===== config.mk =====
export PLATFORM = sky130hd
export DESIGN_NAME = shared_io_ports_cde
export DESIGN_NICKNAME = d
export VERILOG_FILES = /design/src/hdl/gpio_cde_pkg.sv /design/src/hdl/pin_sync.sv /design/src/hdl/shared_io_ports_cde.sv
export VERILOG_INCLUDE_DIRS = /design/src /design/src/hdl
export SDC_FILE = /design/constraint.sdc
export NUM_CORES = 1
export LEC_CHECK = 0
export BUFFER_PORTS_ARGS = -buffer_cell sky130_fd_sc_hd__buf_2
export CAP_MARGIN = 20
export CORE_ASPECT_RATIO = 2
export CORE_MARGIN = 1
export CORE_UTILIZATION = 53
export CTS_CLUSTER_SIZE = 16
export DETAILED_ROUTE_END_ITERATION = 8
export GPL_TIMING_DRIVEN = 0
export PLACE_DENSITY = 0.85
export SETUP_SLACK_MARGIN = 0.4
export SLEW_MARGIN = 20
export SYNTH_ARGS = -nofsm -noshare
export SYNTH_HDL_FRONTEND = slang
export SYNTH_HIERARCHICAL = 1
export SYNTH_SLANG_ARGS = --single-unit

===== constraint.sdc =====
create_clock -name clk_i -period 5.3 [get_ports clk_i]
set_input_delay 1.06 -clock clk_i [delete_from_list [all_inputs] [get_ports clk_i]]
set_output_delay 1.06 -clock clk_i [all_outputs]
set_load 0.02 [all_outputs]

===== src/hdl/gpio_cde_consts.svh =====
// Functional notes
// - Pullup acts only while pin is input; an enabled output buffer (direction, timer or SPI owner) forces it off.
// - Pullup bit 1 connects pullup, 0 disconnects; port D enables reset to 0.
// - Port D pullup register has eight independent bits at its own address.
// - Port C pullup register has seven independently writable bits.
// - Port D data latch is eight bits and untouched by reset.
// - Direction 1 enables output buffer, 0 disables; reset clears port D direction.
// - Latches accept writes in any direction; input pins stay unaffected.
// - Port D bits 7..4 go to timer channels when edge/level select claims them.
// - Port D bits 3..1 serve SPI while SPI enabled, else general purpose.
// - Port D bit 0 is SPI slave select only when enabled and not master.
// - SPI-owned port D pins ignore direction for drive, not for reads.
// - Port E bit 1 serial receive, bit 0 serial transmit while serial enabled.
// - Serial-owned port E pins ignore direction for drive, not for reads.
// - Reset clears both port E direction bits.
`ifndef GPIO_CDE_CONSTS_SVH
`define GPIO_CDE_CONSTS_SVH
// ****************************************
// Register map
// ****************************************
`define ADDR_PD_LATCH 8'h03
`define ADDR_PE_LATCH 8'h08
`define ADDR_PD_PULLUP 8'h0F
`define ADDR_PC_PULLUP 8'h0E
`define ADDR_PD_DIR 8'h07
`define ADDR_PE_DIR 8'h0C
`define ADDR_ALT_CTRL 8'h10
// ****************************************
// Reset values and field positions
// ****************************************
`define PD_PULLUP_RESET 8'h00
`define PC_PULLUP_RESET 7'h00
`define PD_DIR_RESET 8'h00
`define PE_DIR_RESET 2'h0
`define ALT_CTRL_RESET 4'h0
`define ALT_SPI_EN 0
`define ALT_SPI_MSTR 1
`define ALT_SCI_EN 2
`define SYNC_INIT 1'h0
`endif


===== src/hdl/gpio_cde_pkg.sv =====
package gpio_cde_pkg;
  // Bus request bundle
  typedef struct packed {
    logic [7:0] addr;
    logic [7:0] wdata;
    logic wr;
    logic rd;
  } bus_req_t;
  // Timer channel claim per pin
  typedef struct packed {
    logic [3:0] claim;
    logic [3:0] drive;
    logic [3:0] out_en;
  } timer_pins_t;
  // Spi side signals
  typedef struct packed {
    logic sck_o;
    logic sck_oe;
    logic mosi_o;
    logic mosi_oe;
    logic miso_o;
    logic miso_oe;
  } spi_drive_t;
endpackage


===== src/hdl/pin_sync.sv =====
`timescale 1ns/1ps
`default_nettype none
`include "gpio_cde_consts.svh"
// Two-stage level synchroniser, one per bit
module pin_sync #(
  parameter int WIDTH = 8
) (
  input wire logic clk_i,
  input wire logic reset_i,
  input wire logic [WIDTH-1:0] async_i,
  output logic [WIDTH-1:0] sync_o
);
  logic [WIDTH-1:0] meta_q;
  logic [WIDTH-1:0] sync_q;
  // First stage read only by second stage
  always_ff @(posedge clk_i) begin
    if (reset_i) begin
      meta_q <= {WIDTH{`SYNC_INIT}};
      sync_q <= {WIDTH{`SYNC_INIT}};
    end else begin
      meta_q <= async_i;
      sync_q <= meta_q;
    end
  end
  assign sync_o = sync_q;
endmodule
`default_nettype wire


===== src/hdl/shared_io_ports_cde.sv =====
// The address-and-strobe port is this design's own decision.
`timescale 1ns/1ps
`default_nettype none
`include "gpio_cde_consts.svh"
module shared_io_ports_cde (
  input wire logic clk_i,
  input wire logic reset_i,
  input wire gpio_cde_pkg::bus_req_t bus_i,
  output logic [7:0] rdata_o,
  // Port C pullup control (pc_direction comes from outside)
  input wire logic [6:0] pc_direction_i,
  output logic [6:0] pc_pullup_on_o,
  // Port D pins
  input wire logic [7:0] pd_pin_i,
  output logic [7:0] pd_pin_o,
  output logic [7:0] pd_pin_oe_n_o,
  output logic [7:0] pd_pullup_on_o,
  // Port E pins
  input wire logic [1:0] pe_pin_i,
  output logic [1:0] pe_pin_o,
  output logic [1:0] pe_pin_oe_n_o,
  // Timer channel claims on port D 7..4
  input wire gpio_cde_pkg::timer_pins_t timer_i,
  output logic [3:0] timer_chan_in_o,
  // SPI
  input wire gpio_cde_pkg::spi_drive_t spi_i,
  output logic spi_enable_bit_o,
  output logic spi_master_sel_o,
  output logic spi_sck_in_o,
  output logic spi_mosi_in_o,
  output logic spi_miso_in_o,
  output logic spi_ss_n_o,
  // Serial interface
  input wire logic sci_txd_i,
  output logic serial_if_enable_o,
  output logic sci_rxd_o
);
  import gpio_cde_pkg::*;

  // ****************************************
  // Register state
  // ****************************************
  logic [7:0] pd_latch_q;
  logic [1:0] pe_latch_q;
  logic [7:0] pd_direction_q;
  logic [1:0] pe_direction_q;
  logic [7:0] pd_pullup_en_q;
  logic [6:0] pc_pullup_en_q;
  logic [3:0] alt_ctrl_q;
  logic [7:0] rdata_q;
  logic [7:0] pd_sync;
  logic [1:0] pe_sync;
  logic [7:0] pd_drive;
  logic [7:0] pd_oe;
  logic [1:0] pe_drive;
  logic [1:0] pe_oe;
  logic spi_on;
  logic ss_used;
  logic sci_on;

  // Write decode shared by all registers
  function automatic logic hit(input bus_req_t b, input logic [7:0] a);
    return b.wr && (b.addr == a);
  endfunction

  // Mixes latch and pin per direction bit
  function automatic logic [7:0] mix(input logic [7:0] dir, input logic [7:0] lat,
                                     input logic [7:0] pin);
    return (dir & lat) | (~dir & pin);
  endfunction

  // ****************************************
  // Data latches
  // ****************************************
  // No reset term: latch content survives reset
  always_ff @(posedge clk_i) begin
    if (hit(bus_i, `ADDR_PD_LATCH)) begin
      pd_latch_q <= bus_i.wdata;
    end
    if (hit(bus_i, `ADDR_PE_LATCH)) begin
      pe_latch_q <= bus_i.wdata[1:0];
    end
  end

  // Direction registers
  always_ff @(posedge clk_i) begin
    if (reset_i) begin
      pd_direction_q <= `PD_DIR_RESET;
      pe_direction_q <= `PE_DIR_RESET;
    end else begin
      if (hit(bus_i, `ADDR_PD_DIR)) begin
        pd_direction_q <= bus_i.wdata;
      end
      if (hit(bus_i, `ADDR_PE_DIR)) begin
        pe_direction_q <= bus_i.wdata[1:0];
      end
    end
  end

  // Pullup enables, one independent bit per pin
  always_ff @(posedge clk_i) begin
    if (reset_i) begin
      pd_pullup_en_q <= `PD_PULLUP_RESET;
      pc_pullup_en_q <= `PC_PULLUP_RESET;
    end else begin
      if (hit(bus_i, `ADDR_PD_PULLUP)) begin
        pd_pullup_en_q <= bus_i.wdata;
      end
      if (hit(bus_i, `ADDR_PC_PULLUP)) begin
        pc_pullup_en_q <= bus_i.wdata[6:0];
      end
    end
  end

  // Stand-in for the SPI and serial enables, kept local to the ports
  always_ff @(posedge clk_i) begin
    if (reset_i) begin
      alt_ctrl_q <= `ALT_CTRL_RESET;
    end else if (hit(bus_i, `ADDR_ALT_CTRL)) begin
      alt_ctrl_q <= bus_i.wdata[3:0];
    end
  end

  assign spi_on = alt_ctrl_q[`ALT_SPI_EN];
  assign sci_on = alt_ctrl_q[`ALT_SCI_EN];
  assign ss_used = spi_on && !alt_ctrl_q[`ALT_SPI_MSTR];
  assign spi_enable_bit_o = spi_on;
  assign spi_master_sel_o = alt_ctrl_q[`ALT_SPI_MSTR];
  assign serial_if_enable_o = sci_on;

  // ****************************************
  // Pin input synchronisers
  // ****************************************
  pin_sync #(.WIDTH(8)) u_pd_sync (
    .clk_i(clk_i),
    .reset_i(reset_i),
    .async_i(pd_pin_i),
    .sync_o(pd_sync)
  );
  pin_sync #(.WIDTH(2)) u_pe_sync (
    .clk_i(clk_i),
    .reset_i(reset_i),
    .async_i(pe_pin_i),
    .sync_o(pe_sync)
  );

  // ****************************************
  // Pin ownership and drive
  // ****************************************
  // Timer channels on bits 7..4
  genvar g;
  generate
    for (g = 0; g < 4; g++) begin : g_tim
      always_comb begin
        if (timer_i.claim[g]) begin
          pd_drive[g+4] = timer_i.drive[g];
          pd_oe[g+4] = timer_i.out_en[g];
        end else begin
          pd_drive[g+4] = pd_latch_q[g+4];
          pd_oe[g+4] = pd_direction_q[g+4];
        end
      end
    end
  endgenerate

  // SPI pins bits 3..0; direction bits ignored while owned
  always_comb begin
    pd_drive[3:0] = pd_latch_q[3:0];
    pd_oe[3:0] = pd_direction_q[3:0];
    if (spi_on) begin
      pd_drive[3] = spi_i.sck_o;
      pd_oe[3] = spi_i.sck_oe;
      pd_drive[2] = spi_i.mosi_o;
      pd_oe[2] = spi_i.mosi_oe;
      pd_drive[1] = spi_i.miso_o;
      pd_oe[1] = spi_i.miso_oe;
      // Slave select is input only; in master mode bit 0 stays general
      if (ss_used) begin
        pd_drive[0] = 1'b0;
        pd_oe[0] = 1'b0;
      end
    end
  end

  // Serial pins on port E
  always_comb begin
    pe_drive = pe_latch_q;
    pe_oe = pe_direction_q;
    if (sci_on) begin
      pe_drive[0] = sci_txd_i;
      pe_oe[0] = 1'b1;
      pe_drive[1] = 1'b0;
      pe_oe[1] = 1'b0;
    end
  end

  assign pd_pin_o = pd_drive;
  assign pd_pin_oe_n_o = ~pd_oe;
  assign pe_pin_o = pe_drive;
  assign pe_pin_oe_n_o = ~pe_oe;

  // Pullups only on pins not driven; follows real buffer state
  assign pd_pullup_on_o = pd_pullup_en_q & ~pd_oe;
  assign pc_pullup_on_o = pc_pullup_en_q & ~pc_direction_i;

  // Peripheral inputs use synchronised pin levels
  assign timer_chan_in_o = pd_sync[7:4];
  assign spi_sck_in_o = pd_sync[3];
  assign spi_mosi_in_o = pd_sync[2];
  assign spi_miso_in_o = pd_sync[1];
  assign spi_ss_n_o = ss_used ? pd_sync[0] : 1'b1;
  assign sci_rxd_o = sci_on ? pe_sync[1] : 1'b1;

  // ****************************************
  // Read path
  // ****************************************
  // Unmapped addresses read zero
  always_ff @(posedge clk_i) begin
    if (reset_i) begin
      rdata_q <= 8'h00;
    end else if (bus_i.rd) begin
      case (bus_i.addr)
        `ADDR_PD_LATCH: rdata_q <= mix(pd_direction_q, pd_latch_q, pd_sync);
        `ADDR_PE_LATCH: rdata_q <= {6'h00, (pe_direction_q & pe_latch_q) |
                                           (~pe_direction_q & pe_sync)};
        `ADDR_PD_DIR: rdata_q <= pd_direction_q;
        `ADDR_PE_DIR: rdata_q <= {6'h00, pe_direction_q};
        `ADDR_PD_PULLUP: rdata_q <= pd_pullup_en_q;
        `ADDR_PC_PULLUP: rdata_q <= {1'b0, pc_pullup_en_q};
        `ADDR_ALT_CTRL: rdata_q <= {4'h0, alt_ctrl_q};
        default: rdata_q <= 8'h00;
      endcase
    end else begin
      rdata_q <= 8'h00;
    end
  end
  assign rdata_o = rdata_q;
endmodule
`default_nettype wire


==> flow_summary.yaml <==
yosys:
  synth_common_cells: "dfxtp_1 (57), mux2i_1 (33), nor2_1 (29), a21oi_1 (18), nand2_1 (18)"
  synth.most_common_cell: "dfxtp_1"
  post_synth.cell_area_avg_um2: 10.1
  synth-compound-area-share_pct: 8.40
  syn_inst: 294
  synth-simple-area-share_pct: 24.9
  synth_top_family_by_area: "simple AND/OR/NAND/NOR gates"
  seq_area_frac_synth_pct: 48.6
  syn_nets: 350
  synthArstFlopShare_pct: 0
  synth_fa_ha_area_share_pct: 0
  synth_edf_count: 10
  synthFlopType: "dfxtp_1"
  synth_top_area_share_pct: 38.5
  synth-seq-cells: 67
  synth_mux_area_share_pct: 15.7
  yosysUniqueCellTypes: 35
  synthTopCellsByArea: "dfxtp_1 (38%), mux2i_1 (11%), edfxtp_1 (10%), mux2_2 (4.6%), nor2_1 (3.7%)"
  ys_warn_count: 6
  synth_area_um2: 2960
  yosysTopAreaCell: "dfxtp_1"
  synth_xor_area_share_pct: 0
placement:
  placed_area_um2: 3590
  hpwl_mm: 5.83
  port_buffers: 110
  dp_cells: 464
  gp_congestion: 0.861
floorplanning:
  die_h_um: 108
  fp.dieW_um: 54.9
  io_pins: 111
  placementRows: 38
  initial_core_util_pct: 54.7
  dieArea_um2: 5910
  core_area_um2: 5420
pwr:
  power.internal_mw: 0.738
  combPwrFrac_pct: 8.4
  total_power_mw: 0.966
  seqPwrFrac_pct: 54.4
  leakage_nw: 1.60
  switchingPower_mw: 0.229
  power_frac_clock_pct: 37.3
  switching_share_pct: 23.7
  power.density_nw_per_um2: 257
  irDropWorstVdd_v: 0.000281
layout:
  final_nets: 471
  n_antenna_cell: 0
  instances_no_fill: 480
  finalInstanceArea_um2: 3750
  area_growth_pct: 26.6
  drive_gt1_share_pct: 38.1
status:
  outcome: "completed"
critical_path:
  critPathArrivalTime_ns: 1.84
  endpoint_kind: "primary output"
  required_ns: 4.24
  crit_fanout: 9
  worstSetupPathType: "reg -> out"
  crit_path_start_kind: "flip-flop"
drt:
  vias: 2673
  avgViaCountPerCell: 5.57
  drt_wl_total_mm: 7.66
  drcViolationCount: 0
  dr.pass1.iters: 4
  antenna_left: 0
  drtIter0Drc: 93
  wl_per_cell_um: 16.0
timing:
  fin_tns_setup_ns: 0
  setup_violations: 0
  fin_crit_ns: 2.90
  clock.fmax_ghz: 0.345
  skew_ns: 0.0123
  worstMarginPinSlew_ns: 1.12
  hold_viol: 0
  rsz0062_at_grt: "false"
  maxSlewViolCount: 0
  post-route-period-util_pct: 54.7
  max_slew_margin_pct: 24.4
  timing.hold.ws_ns: 0.438
clock_network:
  htreeDepth: 3
  postCtsHoldBufs: 0
  cts_tree: "done"
  root_buffer: "clkbuf_8"
  numCtsBuffers: 9
  clockBufferDepth: 2
  clkTransAtPathRegs_ns: 0.06
  cts.sinks: 67
  post_cts_buffers: 0
  post_cts_resize_count: 0
  clk_latency_ns: 0.35
grt:
  overflow: 0
  antenna_found_initial: 0
  grt_pass1_wl_mm: 11.3
  grt_max_degree: 15
  globalRouteTotalUtil_pct: 27.6
  grt_pass1_vias: 2441
min_path:
  hold_class: "reg -> reg"
run:
  cap_violations: 0
## worst paths after layout
kind                                                startpoint                        endpoint  slack, ns  depth (start not counted)
worst max-delay path                alt_ctrl_q[0]$_SDFFE_PP0P_                      spi_ss_n_o       2.40                          4
worst min-delay path            u_pd_sync/meta_q[6]$_SDFF_PP0_  u_pd_sync/sync_o[6]$_SDFF_PP0_       0.44                          1
worst max register to register      alt_ctrl_q[0]$_SDFFE_PP0P_           rdata_o[0]$_SDFF_PP0_       3.97                          4
worst min register to register  u_pd_sync/meta_q[6]$_SDFF_PP0_  u_pd_sync/sync_o[6]$_SDFF_PP0_       0.44                          1
## sequential cells by signal, indices dropped and copies added (netlist names), 4 cells and up
signal / cells
alt_ctrl_q: 4
rdata_o: 8
u_pd_sync/sync_o: 8
pd_direction_q: 8
u_pd_sync/meta_q: 8
pc_pullup_en_q: 7
pd_pullup_en_q: 8
pd_latch_q: 8
## through the flow
step | setup slack, ns | utilization [%]
after floorplan | 2.44 | -
after global placement | 2.19 | 66.2
after detailed placement | 2.17 | 66.2
after CTS | 2.39 | 69.3
after global routing | 2.30 | 69.3
final | 2.40 | 69.3
## final cells by class
| type | instances | area, um^2 |
|---|---|---|
| tap | 60 | 75.1 |
| inverter | 2 | 7.51 |
| clock buffer | 13 | 149 |
| buffer | 13 | 63.8 |
| fill | 443 | 1670 |
| timing repair buffer | 110 | 551 |
| multi-input combinational | 212 | 1450 |
| clock inverter | 3 | 15.0 |
| sequential | 67 | 1440 |
## cells in the final DEF, fill, tap and decap left out, drive strengths merged, types with 12 or more instances in the layout
| cell type | n |
|---|---|
| buf | 113 |
| dfxtp | 57 |
| mux2i | 33 |
| nor2 | 29 |
| nor2b | 23 |
| clkbuf | 23 |
| nand2 | 18 |
| a21oi | 18 |
| o21ai | 14 |
| mux2 | 12 |
| and2 | 12 |
## per-layer routing
layer / vias up / wire length (um) / global-route usage [%]
li1: 1275 / - / -
met1: 1245 / 2720 / 27.8
met2: 131 / 4240 / 47.7
met3: 22 / 444 / 7.20
met4: 0 / 267 / 15.6
met5: - / 0 / 0
## worst max-delay path, cell delays in order (launching register included)
cell,delay (ns)
dfxtp_1,0.33
clkbuf_1,0.49
nand2b_1,0.19
or2_2,0.32
buf_2,0.16
## power by group through the flow
stage	Clock [mW]	Combinational, mW	Sequential, mW
6_report	0.360	0.0810	0.525
5_1_grt	0.388	0.0879	0.526
4_1_cts	0.364	0.0808	0.525
3_5_place_dp	0	0.0804	0.537
3_3_place_gp	0	0.0783	0.536
2_1_floorplan	0	0.0359	0.539
## logic make-up after synthesis
group	Yosys count
flip-flops	67
multiplexers	45
buffers and inverters	15
AO/OA/AOI/OAI	42
AND/OR/NAND/NOR	125
Power figures use the tool's default switching activity.
